## src/rtl/dac_clk_map.svh

```systemverilog
// offsets, field positions, reset values and counts of the clock-mode block
`ifndef DAC_CLK_MAP_SVH
`define DAC_CLK_MAP_SVH
`define IDX_CTRL0 4'h0
`define IDX_FUNC 4'h1
`define IDX_LOOP 4'h2
`define IDX_CLKSEL 4'h3
`define IDX_LOOP_ALT 4'h4
`define IDX_CFG 4'h5
`define IDX_STAT 4'h6
`define IDX_MULT 4'h7
`define ADDR_HI_ZERO 2'b00
`define BIT_LOCK 1
`define BIT_PD 3
`define BIT_SLEEP 4
`define BIT_FSEL 0
`define BIT_LOOP 7
`define BIT_CKSEL 7
`define BIT_OVF 0
`define CFG_INTERP_LSB 0
`define CFG_PRESC_LSB 2
`define CFG_ZS 4
`define CFG_ONEPORT 5
`define RST_REG 8'h00
`define RESP_OKAY 2'b00
`define RESP_SLVERR 2'b10
`define P2_SEL_BIT 14
`define PER_MAX 10'h3ff
`define LOCK_TOL 10'h001
`define RATE_FOR_ILV 2
`endif

```

## src/rtl/dac_clk_pkg.sv

```systemverilog
// types shared by the clock-mode block
package dac_clk_pkg;
  typedef logic [15:0] word_t;
  typedef logic [7:0] reg_t;
  typedef enum logic [2:0]
  {
    LK_IDLE = 3'b001,
    LK_ACQ = 3'b010,
    LK_LOCKED = 3'b100
  } lock_state_e;
endpackage

```

## src/rtl/pair_buffer.sv

```systemverilog
// small shift-register buffer with valid and ready on both sides
`timescale 1ns/100ps
module pair_buffer #(
  parameter int WIDTH = 32,
  parameter int DEPTH = 2
) (
  input wire logic aclk,
  input wire logic aresetn,
  input wire logic [WIDTH-1:0] in_data,
  input wire logic in_valid,
  output logic in_ready,
  output logic [WIDTH-1:0] out_data,
  output logic out_valid,
  input wire logic out_ready
);
  localparam int CW = $clog2(DEPTH + 1);
  logic [WIDTH-1:0] mem_q [DEPTH];
  logic [CW-1:0] cnt_q;
  logic [CW-1:0] cnt_d;
  logic push;
  logic pop;

  assign push = in_valid & in_ready;
  assign pop = out_valid & out_ready;
  assign out_data = mem_q[0];

  always_comb
  begin
    cnt_d = cnt_q;
    if (push && !pop)
      cnt_d = CW'(cnt_q + 1'b1);
    else if (pop && !push)
      cnt_d = CW'(cnt_q - 1'b1);
  end

  always_ff @(posedge aclk)
  begin
    if (!aresetn)
    begin
      cnt_q <= '0;
      out_valid <= 1'b0;
      in_ready <= 1'b0;
    end
    else
    begin
      cnt_q <= cnt_d;
      out_valid <= (cnt_d != '0);
      in_ready <= (cnt_d != CW'(DEPTH));
    end
  end

  // entries shift toward slot zero on a pop
  for (genvar i = 0; i < DEPTH; i++)
  begin : g_slot
    always_ff @(posedge aclk)
    begin
      if (!aresetn)
        mem_q[i] <= '0;
      else if (pop)
      begin
        if (push && (CW'(i) == CW'(cnt_q - 1'b1)))
          mem_q[i] <= in_data;
        else if (i < DEPTH - 1)
          mem_q[i] <= mem_q[(i < DEPTH - 1) ? i + 1 : i];
      end
      else if (push && (CW'(i) == cnt_q))
        mem_q[i] <= in_data;
    end
  end
endmodule

```

## src/rtl/dac_clock_mode_and_port_select.sv

```systemverilog
// clock mode, pin steering and input port capture with an AXI4-Lite slave
//
// Decided for this implementation: the AXI4-Lite interface to the registers and the placing of the registers.
`timescale 1ns/100ps
`include "dac_clk_map.svh"
module dac_clock_mode_and_port_select #(
  parameter int LOCK_PERIODS = 16,
  parameter int BUF_DEPTH = 2
) (
  input wire logic aclk,
  input wire logic aresetn,
  input wire logic [7:0] awaddr,
  input wire logic awvalid,
  output logic awready,
  input wire logic [31:0] wdata,
  input wire logic [3:0] wstrb,
  input wire logic wvalid,
  output logic wready,
  output logic [1:0] bresp,
  output logic bvalid,
  input wire logic bready,
  input wire logic [7:0] araddr,
  input wire logic arvalid,
  output logic arready,
  output logic [31:0] rdata,
  output logic [1:0] rresp,
  output logic rvalid,
  input wire logic rready,
  input wire logic main_clock_in,
  input wire dac_clk_pkg::word_t port1_in,
  input wire dac_clk_pkg::word_t port2_in,
  output logic shared_clkout_lock_pin,
  output logic serial_data_out_pin,
  output logic second_port_bit_fifteen_out,
  output logic second_port_bit_fifteen_oe,
  output dac_clk_pkg::word_t i_data,
  output dac_clk_pkg::word_t q_data,
  output logic pair_valid,
  input wire logic pair_ready,
  output logic dac_output_enable,
  output wire logic [3:0] rate_enable,
  output logic [7:0] vco_multiple,
  output logic [4:0] dac_rate_multiple
);
  import dac_clk_pkg::*;

  logic aw_got_q;
  logic w_got_q;
  logic [7:0] awaddr_q;
  logic [31:0] wdata_q;
  logic [3:0] wstrb_q;
  logic wr_map;
  logic wr_en;
  logic [3:0] wr_idx;
  logic rd_map;
  logic [31:0] rd_word;
  reg_t ctrl0_rd;
  logic pd_q;
  logic sleep_q;
  logic fsel_q;
  logic loop_en_q;
  logic cksel_q;
  reg_t cfg_q;
  logic ovf_q;
  logic ovf_set;
  logic ovf_clr;
  logic main_s1;
  logic main_s2;
  logic main_s3;
  word_t p1_s1;
  word_t p1_s2;
  word_t p2_s1;
  word_t p2_s2;
  logic main_rise;
  logic main_edge;
  logic [9:0] per_cnt_q;
  logic [9:0] per_q;
  logic [9:0] meas;
  logic close;
  lock_state_e lk_q;
  logic [7:0] stab_q;
  logic locked;
  logic oneport;
  logic [4:0] interp_n;
  logic [4:0] div_n;
  logic [15:0] data_per;
  logic run;
  logic [4:0] hcnt_q;
  logic dclk_div_q;
  logic int_dclk_q;
  logic dclk_prev_q;
  logic dclk_rise;
  logic sel_sig;
  logic ilv_q;
  logic ilv_rise_q;
  word_t hold_i_q;
  logic got_i_q;
  word_t pend_i_q;
  word_t pend_q_q;
  logic pend_v_q;
  logic buf_ready;
  logic new_pair;
  logic [31:0] buf_out;

  assign wr_idx = awaddr_q[5:2];
  assign wr_map = (awaddr_q[7:6] == `ADDR_HI_ZERO) && (wr_idx <= `IDX_MULT);
  assign wr_en = aw_got_q & w_got_q & ~bvalid & wr_map & wstrb_q[0];
  assign rd_map = (araddr[7:6] == `ADDR_HI_ZERO) && (araddr[5:2] <= `IDX_MULT);
  assign locked = (lk_q == LK_LOCKED);
  assign oneport = cfg_q[`CFG_ONEPORT];

  // write address and data are taken in either order
  always_ff @(posedge aclk)
  begin
    if (!aresetn)
    begin
      awready <= 1'b0;
      aw_got_q <= 1'b0;
      awaddr_q <= '0;
    end
    else if (awvalid && awready)
    begin
      awready <= 1'b0;
      aw_got_q <= 1'b1;
      awaddr_q <= awaddr;
    end
    else if (bvalid && bready)
      aw_got_q <= 1'b0;
    else if (!aw_got_q)
      awready <= 1'b1;
  end

  always_ff @(posedge aclk)
  begin
    if (!aresetn)
    begin
      wready <= 1'b0;
      w_got_q <= 1'b0;
      wdata_q <= '0;
      wstrb_q <= '0;
    end
    else if (wvalid && wready)
    begin
      wready <= 1'b0;
      w_got_q <= 1'b1;
      wdata_q <= wdata;
      wstrb_q <= wstrb;
    end
    else if (bvalid && bready)
      w_got_q <= 1'b0;
    else if (!w_got_q)
      wready <= 1'b1;
  end

  always_ff @(posedge aclk)
  begin
    if (!aresetn)
    begin
      bvalid <= 1'b0;
      bresp <= `RESP_OKAY;
    end
    else if (aw_got_q && w_got_q && !bvalid)
    begin
      bvalid <= 1'b1;
      bresp <= wr_map ? `RESP_OKAY : `RESP_SLVERR;
    end
    else if (bready)
      bvalid <= 1'b0;
  end

  // control registers stay writable during power-down
  always_ff @(posedge aclk)
  begin
    if (!aresetn)
    begin
      pd_q <= 1'b0;
      sleep_q <= 1'b0;
      fsel_q <= 1'b0;
      loop_en_q <= 1'b0;
      cksel_q <= 1'b0;
      cfg_q <= `RST_REG;
    end
    else if (wr_en)
    begin
      case (wr_idx)
        `IDX_CTRL0:
        begin
          pd_q <= wdata_q[`BIT_PD];
          sleep_q <= wdata_q[`BIT_SLEEP];
        end
        `IDX_FUNC: fsel_q <= wdata_q[`BIT_FSEL];
        `IDX_LOOP: loop_en_q <= wdata_q[`BIT_LOOP];
        `IDX_LOOP_ALT: loop_en_q <= wdata_q[`BIT_LOOP];
        `IDX_CLKSEL: cksel_q <= wdata_q[`BIT_CKSEL];
        `IDX_CFG: cfg_q <= wdata_q[7:0];
        default: ;
      endcase
    end
  end

  // overflow flag, write one to clear, a new event wins
  assign ovf_clr = wr_en && (wr_idx == `IDX_STAT) && wdata_q[`BIT_OVF];
  always_ff @(posedge aclk)
  begin
    if (!aresetn)
      ovf_q <= 1'b0;
    else
      ovf_q <= ovf_set | (ovf_q & ~ovf_clr);
  end

  always_comb
  begin
    ctrl0_rd = `RST_REG;
    ctrl0_rd[`BIT_LOCK] = locked;
    ctrl0_rd[`BIT_PD] = pd_q;
    ctrl0_rd[`BIT_SLEEP] = sleep_q;
    rd_word = 32'h0000_0000;
    case (araddr[5:2])
      `IDX_CTRL0: rd_word[7:0] = ctrl0_rd;
      `IDX_FUNC: rd_word[`BIT_FSEL] = fsel_q;
      `IDX_LOOP: rd_word[`BIT_LOOP] = loop_en_q;
      `IDX_LOOP_ALT: rd_word[`BIT_LOOP] = loop_en_q;
      `IDX_CLKSEL: rd_word[`BIT_CKSEL] = cksel_q;
      `IDX_CFG: rd_word[7:0] = cfg_q;
      `IDX_STAT: rd_word[`BIT_OVF] = ovf_q;
      `IDX_MULT: rd_word[7:0] = vco_multiple;
      default: rd_word = 32'h0000_0000;
    endcase
  end

  always_ff @(posedge aclk)
  begin
    if (!aresetn)
    begin
      arready <= 1'b0;
      rvalid <= 1'b0;
      rdata <= '0;
      rresp <= `RESP_OKAY;
    end
    else if (arvalid && arready)
    begin
      arready <= 1'b0;
      rvalid <= 1'b1;
      rdata <= rd_map ? rd_word : 32'h0000_0000;
      rresp <= rd_map ? `RESP_OKAY : `RESP_SLVERR;
    end
    else if (rvalid && rready)
      rvalid <= 1'b0;
    else if (!rvalid)
      arready <= 1'b1;
  end

  // pin synchronisers
  always_ff @(posedge aclk)
  begin
    if (!aresetn)
    begin
      main_s1 <= 1'b0;
      main_s2 <= 1'b0;
      main_s3 <= 1'b0;
      p1_s1 <= '0;
      p1_s2 <= '0;
      p2_s1 <= '0;
      p2_s2 <= '0;
    end
    else
    begin
      main_s1 <= main_clock_in;
      main_s2 <= main_s1;
      main_s3 <= main_s2;
      p1_s1 <= port1_in;
      p1_s2 <= p1_s1;
      p2_s1 <= port2_in;
      p2_s2 <= p2_s1;
    end
  end

  assign main_rise = main_s2 & ~main_s3;
  assign main_edge = main_s2 ^ main_s3;

  // input clock period in aclk cycles
  assign meas = 10'(per_cnt_q + 10'h001);
  assign close = ((meas > per_q) ? 10'(meas - per_q) : 10'(per_q - meas))
    <= `LOCK_TOL;
  always_ff @(posedge aclk)
  begin
    if (!aresetn || pd_q)
    begin
      per_cnt_q <= '0;
      per_q <= '0;
    end
    else if (main_rise)
    begin
      per_cnt_q <= '0;
      per_q <= meas;
    end
    else if (per_cnt_q != `PER_MAX)
      per_cnt_q <= 10'(per_cnt_q + 10'h001);
  end

  // loop lock: stable input period over several edges
  always_ff @(posedge aclk)
  begin
    if (!aresetn)
    begin
      lk_q <= LK_IDLE;
      stab_q <= '0;
    end
    else if (!loop_en_q || pd_q || per_cnt_q == `PER_MAX)
    begin
      lk_q <= LK_IDLE;
      stab_q <= '0;
    end
    else if (main_rise)
    begin
      case (lk_q)
        LK_IDLE:
        begin
          lk_q <= LK_ACQ;
          stab_q <= '0;
        end
        LK_ACQ:
          if (!close)
            stab_q <= '0;
          else if (stab_q == 8'(LOCK_PERIODS - 1))
            lk_q <= LK_LOCKED;
          else
            stab_q <= 8'(stab_q + 8'h01);
        LK_LOCKED:
          if (!close)
          begin
            lk_q <= LK_ACQ;
            stab_q <= '0;
          end
        default: lk_q <= LK_IDLE;
      endcase
    end
  end

  // rate ratios from the configuration
  assign interp_n = 5'h01 << cfg_q[`CFG_INTERP_LSB +: 2];
  assign div_n = interp_n << cfg_q[`CFG_ZS];
  // loop on, input is the data rate; off, it is the sample rate
  assign data_per = loop_en_q ? {6'h00, per_q} : 16'(per_q * div_n);
  assign run = loop_en_q ? locked : (per_q != '0);

  always_ff @(posedge aclk)
  begin
    if (!aresetn)
    begin
      vco_multiple <= '0;
      dac_rate_multiple <= 5'h01;
    end
    else
    begin
      vco_multiple <= loop_en_q ?
        8'({3'h0, div_n} << cfg_q[`CFG_PRESC_LSB +: 2]) : 8'h00;
      dac_rate_multiple <= loop_en_q ? div_n : 5'h01;
    end
  end

  // aligned enables at 1x, 2x, 4x, 8x the data rate
  for (genvar k = 0; k < 4; k++)
  begin : g_rate
    logic [15:0] acc_q;
    logic [15:0] nxt;
    logic [3:0] sub_q;
    logic en_q;
    assign nxt = 16'(acc_q + (16'h0001 << k));
    assign rate_enable[k] = en_q;
    // a data clock rise restarts every rate, so no tick is lost or doubled
    always_ff @(posedge aclk)
    begin
      if (!aresetn || pd_q || !run)
      begin
        acc_q <= '0;
        sub_q <= '0;
        en_q <= 1'b0;
      end
      else if (dclk_rise)
      begin
        acc_q <= '0;
        sub_q <= '0;
        en_q <= 1'b1;
      end
      else if (nxt >= data_per && sub_q != 4'((1 << k) - 1))
      begin
        acc_q <= 16'(nxt - data_per);
        sub_q <= 4'(sub_q + 4'h1);
        en_q <= 1'b1;
      end
      else
      begin
        acc_q <= nxt;
        en_q <= 1'b0;
      end
    end
  end

  // divided data clock when the loop is off
  always_ff @(posedge aclk)
  begin
    if (!aresetn || pd_q || loop_en_q)
    begin
      hcnt_q <= '0;
      dclk_div_q <= 1'b0;
    end
    else if (main_edge)
    begin
      if (hcnt_q == 5'(div_n - 5'h01))
      begin
        hcnt_q <= '0;
        dclk_div_q <= ~dclk_div_q;
      end
      else
        hcnt_q <= 5'(hcnt_q + 5'h01);
    end
  end

  assign dclk_rise = int_dclk_q & ~dclk_prev_q;
  assign sel_sig = loop_en_q ? (fsel_q ? int_dclk_q : locked)
    : int_dclk_q;

  always_ff @(posedge aclk)
  begin
    if (!aresetn)
    begin
      int_dclk_q <= 1'b0;
      dclk_prev_q <= 1'b0;
      shared_clkout_lock_pin <= 1'b0;
      serial_data_out_pin <= 1'b0;
      dac_output_enable <= 1'b0;
    end
    else
    begin
      int_dclk_q <= ~pd_q & (loop_en_q ? main_s2 : dclk_div_q);
      dclk_prev_q <= int_dclk_q;
      shared_clkout_lock_pin <= ~pd_q & ~cksel_q & sel_sig;
      serial_data_out_pin <= ~pd_q & cksel_q & sel_sig;
      dac_output_enable <= ~sleep_q & ~pd_q;
    end
  end

  // interleave clock toggles on every 4x enable
  always_ff @(posedge aclk)
  begin
    if (!aresetn || pd_q || !oneport)
    begin
      ilv_q <= 1'b0;
      ilv_rise_q <= 1'b0;
    end
    else
    begin
      ilv_q <= ilv_q ^ rate_enable[`RATE_FOR_ILV];
      ilv_rise_q <= rate_enable[`RATE_FOR_ILV] & ~ilv_q;
    end
  end

  always_ff @(posedge aclk)
  begin
    if (!aresetn)
    begin
      second_port_bit_fifteen_out <= 1'b0;
      second_port_bit_fifteen_oe <= 1'b0;
    end
    else
    begin
      second_port_bit_fifteen_out <= ilv_q;
      second_port_bit_fifteen_oe <= oneport & ~pd_q;
    end
  end

  assign new_pair = oneport ? (ilv_rise_q & p2_s2[`P2_SEL_BIT] & got_i_q)
    : dclk_rise;
  assign ovf_set = new_pair & pend_v_q & ~buf_ready & ~pd_q;

  // input capture, pair held until the buffer takes it or a new pair overwrites it
  always_ff @(posedge aclk)
  begin
    if (!aresetn || pd_q)
    begin
      hold_i_q <= '0;
      got_i_q <= 1'b0;
      pend_i_q <= '0;
      pend_q_q <= '0;
      pend_v_q <= 1'b0;
    end
    else
    begin
      if (pend_v_q && buf_ready)
        pend_v_q <= 1'b0;
      if (!oneport && dclk_rise)
      begin
        pend_i_q <= p1_s2;
        pend_q_q <= p2_s2;
        pend_v_q <= 1'b1;
      end
      else if (oneport && ilv_rise_q)
      begin
        if (!p2_s2[`P2_SEL_BIT])
        begin
          hold_i_q <= p1_s2;
          got_i_q <= 1'b1;
        end
        else if (got_i_q)
        begin
          pend_i_q <= hold_i_q;
          pend_q_q <= p1_s2;
          pend_v_q <= 1'b1;
          got_i_q <= 1'b0;
        end
      end
    end
  end

  pair_buffer #(
    .WIDTH(32),
    .DEPTH(BUF_DEPTH)
  ) u_buf (
    .aclk(aclk),
    .aresetn(aresetn),
    .in_data({pend_i_q, pend_q_q}),
    .in_valid(pend_v_q),
    .in_ready(buf_ready),
    .out_data(buf_out),
    .out_valid(pair_valid),
    .out_ready(pair_ready)
  );

  assign i_data = buf_out[31:16];
  assign q_data = buf_out[15:0];
endmodule

```

## config.mk

```make
export PLATFORM = sky130hd
export DESIGN_NAME = dac_clock_mode_and_port_select
export DESIGN_NICKNAME = d
export VERILOG_FILES = /design/src/rtl/dac_clk_pkg.sv /design/src/rtl/pair_buffer.sv /design/src/rtl/dac_clock_mode_and_port_select.sv
export VERILOG_INCLUDE_DIRS = /design/src /design/src/rtl
export SDC_FILE = /design/constraint.sdc
export NUM_CORES = 1
export LEC_CHECK = 0
export ABC_AREA = 1
export BUFFER_PORTS_ARGS = -buffer_cell sky130_fd_sc_hd__buf_2
export CELL_PAD_IN_SITES_DETAIL_PLACEMENT = 0
export CELL_PAD_IN_SITES_GLOBAL_PLACEMENT = 1
export CORE_UTILIZATION = 49
export CTS_BUF_LIST = sky130_fd_sc_hd__clkbuf_2 sky130_fd_sc_hd__clkbuf_4 sky130_fd_sc_hd__clkbuf_8
export DETAILED_ROUTE_END_ITERATION = 10
export PLACE_DENSITY = 0.95
export SLEW_MARGIN = 40
export SYNTH_ARGS = -nofsm -noshare
export SYNTH_HDL_FRONTEND = slang
export SYNTH_HIERARCHICAL = 1
export SYNTH_SLANG_ARGS = --single-unit
```

## constraint.sdc

```tcl
create_clock -name aclk -period 10.7 [get_ports aclk]
set_input_delay 0 -clock aclk [delete_from_list [all_inputs] [get_ports aclk]]
set_output_delay 0 -clock aclk [all_outputs]
set_load 0.03 [all_outputs]
```

==> flow_metrics.py <==
metrics = {
    "worst_setup_path": {
        "crit_required_ns": 11.25,
        "crit_top_cell": "nand2_1",
        "worst-path-buf-inv": 6,
        "cpPeakStageDelay_ns": 0.55,
        "ff2ff_path_depth": 32,
        "cp.arrival_ns": 8.20,
        "critical_path_class": "reg -> reg",
        "worstSetupStartpointType": "flop",
        "cp_max_fo": 21,
        "cp_slowest_cell": "fa_1",
        "end_kind": "flop",
        "worst-path-stages": 32,
        "crit_family": "simple AND/OR/NAND/NOR gates",
    },
    "layout": {
        "drive_above_1_share_pct": 10.59,
        "layout_commonest_cell": "nand2_1",
        "areaGrowthSynthToFinish_pct": 15.44,
        "stdcell_area_sq_um": 24310,
        "antenna_cells": 0,
        "final_nets": 3299,
        "final_util_pct": 57.70,
        "final_cell_mix": "nand2_1 (608), inv_1 (443), dfxtp_1 (309), nor2_1 (297), a21oi_1 (201)",
    },
    "clock_network": {
        "numCtsBuffers": 61,
        "post_cts_buffers": 0,
        "clock-root-buffer": "clkbuf_8",
        "clk_pin_slew_worst_paths_ns": 0.06,
        "clockBufferDepth": 3,
        "cts_sinks": 374,
        "clk_latency_ns": 0.67,
        "cts_tree": "built",
        "htree_levels": 2,
    },
    "pwr": {
        "power_density_nw_per_um2": 158.8,
        "p_int_mw": 2.634,
        "switchingPower_mw": 1.227,
        "ir_drop_mv": 0.1150,
        "p_leak_nw": 11.48,
        "seq_power_share_pct": 39.9,
        "p_comb_share_pct": 23.5,
        "p_sw_share_pct": 31.79,
        "pwr-share-clk_pct": 36.6,
    },
    "worst_hold_path": {
        "whs_path_depth": 4,
        "hold_class": "in -> reg",
    },
    "synthesis": {
        "ys_warn_count": 6,
        "synthCells": 2840,
        "ys_ff_latch": 374,
        "async_reset_ff_share_pct": 0,
        "syn_area_sq_um": 21060,
        "avgSynthCellArea_sq_um": 7.416,
        "synth_cell_types": 57,
        "ys_seq_area_share_pct": 38.59,
        "synth_edf_count": 64,
        "ys_dominant_reg_cell": "dfxtp_1",
    },
    "routing": {
        "avgRoutedWirePerCell_microns": 14.30,
        "drt_wl_total_mm": 52.11,
        "initialDrtViolationCount": 1286,
        "detail-route-antenna-nets": 0,
        "vias": 18660,
        "highest_layer": "met5",
        "avgViaCountPerCell": 5.120,
        "remaining_drc_errors": 0,
        "wl_met2_mm": 24.99,
        "wl_met1_mm": 22.65,
        "wl_met3_mm": 3.247,
        "drt-pass1-iter-count": 5,
    },
    "placed_design": {
        "portBuffers": 131,
        "place.gp.congestion": 0.8969,
        "placed_area_sq_um": 21990,
        "hpwl_mm": 36.31,
    },
    "floorplan": {
        "start_util_pct": 49.98,
        "core_area_sq_um": 42130,
        "die_w_microns": 209.3,
        "rows": 75,
        "ios": 189,
        "dieArea_sq_um": 43810,
        "die-height_microns": 209.3,
    },
    "sta": {
        "rsz0062_at_grt": "false",
        "final-hold-violation-count": 0,
        "setup_tns_ns": 0,
        "finClkSkew_ns": 0.05557,
        "post-route-period-util_pct": 71.54,
        "tightest_slew_ns": 0.8224,
        "fmax_ghz": 0.1306,
        "slew_headroom_pct": 44.59,
        "setup_viol": 0,
        "drv_slew": 0,
        "fin_crit_ns": 7.654,
    },
    "global_route": {
        "grt_pass1_vias": 18010,
        "grt_pass1_wl_mm": 85.45,
        "antenna_found_initial": 1,
        "track_usage_pct": 23.76,
        "grt-ovfl-total": 0,
        "grt_max_degree": 90,
    },
    "job": {
        "drv_cap": 0,
    },
    "status": {
        "status": "completed",
    },
}
-- worst reg2reg max path, delay by kind of cell, from the launching register on --
kind                       cells  cell delay (ns)
buffers and inverters          6             1.09
DFF                            1             0.37
and+or+nand+nor               13             2.47
AOI/OAI and AO/OA              8             1.17
adders and majority gates      5             2.44
-- stage by stage --
step | cells | hold slack (ns) | power (mW) | worst slack [ns]
floorplan | 2865 | 0.09763 | 2.300 | 4.649
global placement | 3441 | 0.1836 | 2.421 | 3.329
global route | 3645 | 0.03875 | 4.084 | 2.342
detailed placement | 3442 | 0.1856 | 2.440 | 3.184
CTS | 3645 | 0.008035 | 3.891 | 3.140
finish | 3645 | 0.05955 | 3.861 | 3.046
-- metal layers --
layer | global-route usage (%) | vias up
met5 | 0 | -
met1 | 29.46 | 8588
met3 | 4.414 | 115
met4 | 7.353 | 2
met2 | 41.67 | 515
li1 | - | 9442
-- Yosys cell counts (10+ instances only) --
cell type | n | area, sq um
inv_2 | 10 | 37.54
nor2_2 | 13 | 81.33
clkbuf_1 | 49 | 183.9
o21ai_0 | 168 | 840.8
inv_1 | 444 | 1667
dfxtp_1 | 310 | 6206
edfxtp_1 | 64 | 1922
o21ai_1 | 12 | 60.06
fa_1 | 30 | 600.6
xor2_1 | 85 | 744.5
nor3_1 | 41 | 205.2
buf_4 | 37 | 277.8
nor2_1 | 301 | 1130
o22ai_1 | 14 | 87.58
xnor2_1 | 35 | 306.5
nand3_1 | 118 | 590.6
nand4_1 | 21 | 131.4
o211ai_1 | 15 | 112.6
a21oi_1 | 201 | 1006
buf_6 | 10 | 112.6
nand2_1 | 610 | 2290
a31oi_1 | 18 | 112.6
ha_1 | 120 | 1501
-- power by group through the flow --
stage	registers (mW)	logic (mW)	clock network (mW)
finish	1.54	0.906	1.41
global route	1.55	1.02	1.52
CTS	1.54	0.902	1.45
detailed placement	1.57	0.871	0
global placement	1.57	0.854	0
floorplan	1.61	0.692	0
-- state kept, by name, indices dropped and copies added, names as in the netlist, 4 cells and up --
register / cells
pend_i_q: 16
stab_q: 8
dac_rate_multiple: 5
hold_i_q: 16
u_buf/mem_q: 64
p2_s1: 16
wdata_q: 8
p1_s1: 16
pend_q_q: 16
per_cnt_q: 10
g_rate.sub_q: 16
p2_s2: 16
awaddr_q: 6
per_q: 10
vco_multiple: 8
p1_s2: 16
rdata: 8
hcnt_q: 5
g_rate.en_q: 4
cfg_q: 8
g_rate.acc_q: 64
-- final timing paths --
check        slack (ns)                               to                   from
max                3.05  g_rate[3].sub_q[0]$_SDFFE_PP0P_  cfg_q[1]$_SDFFE_PN0P_
min                0.06             p2_s1[12]$_SDFF_PN0_           port2_in[12]
max reg2reg        3.05  g_rate[3].sub_q[0]$_SDFFE_PP0P_  cfg_q[1]$_SDFFE_PN0P_
min reg2reg        0.41              p2_s2[6]$_SDFF_PN0_    p2_s1[6]$_SDFF_PN0_
-- final cells by class --
class	instances	area, sq um
Sequential cell	374	8129
Inverter	459	1723
Tap cell	539	674.4
Fill cell	3813	17820
Multi-Input combinational cell	1924	10700
Timing Repair Buffer	236	1673
Clock inverter	26	289.0
Clock buffer	87	1129
-- timing repair --
item	in CTS	in global routing
endpoints found under the hold margin	75	0
hold buffers	90	0
resized for setup	0	0
-- cell families (layout without fill, tap and decap cells) --
| kind of cell | count (synthesis) | after routing | synth area share [%] |
|---|---|---|---|
| AND/OR/NAND/NOR | 1157 | 1157 | 22.94 |
| other | 1 | 26 | 0.01781 |
| buffers and inverters | 567 | 808 | 11.18 |
| adder cells (fa/ha/maj) | 150 | 150 | 9.981 |
| flip-flops | 374 | 374 | 38.59 |
| AO/OA/AOI/OAI | 471 | 471 | 12.30 |
| XOR/XNOR | 120 | 120 | 4.990 |
Note: power is estimated with default switching activity, not from simulation.
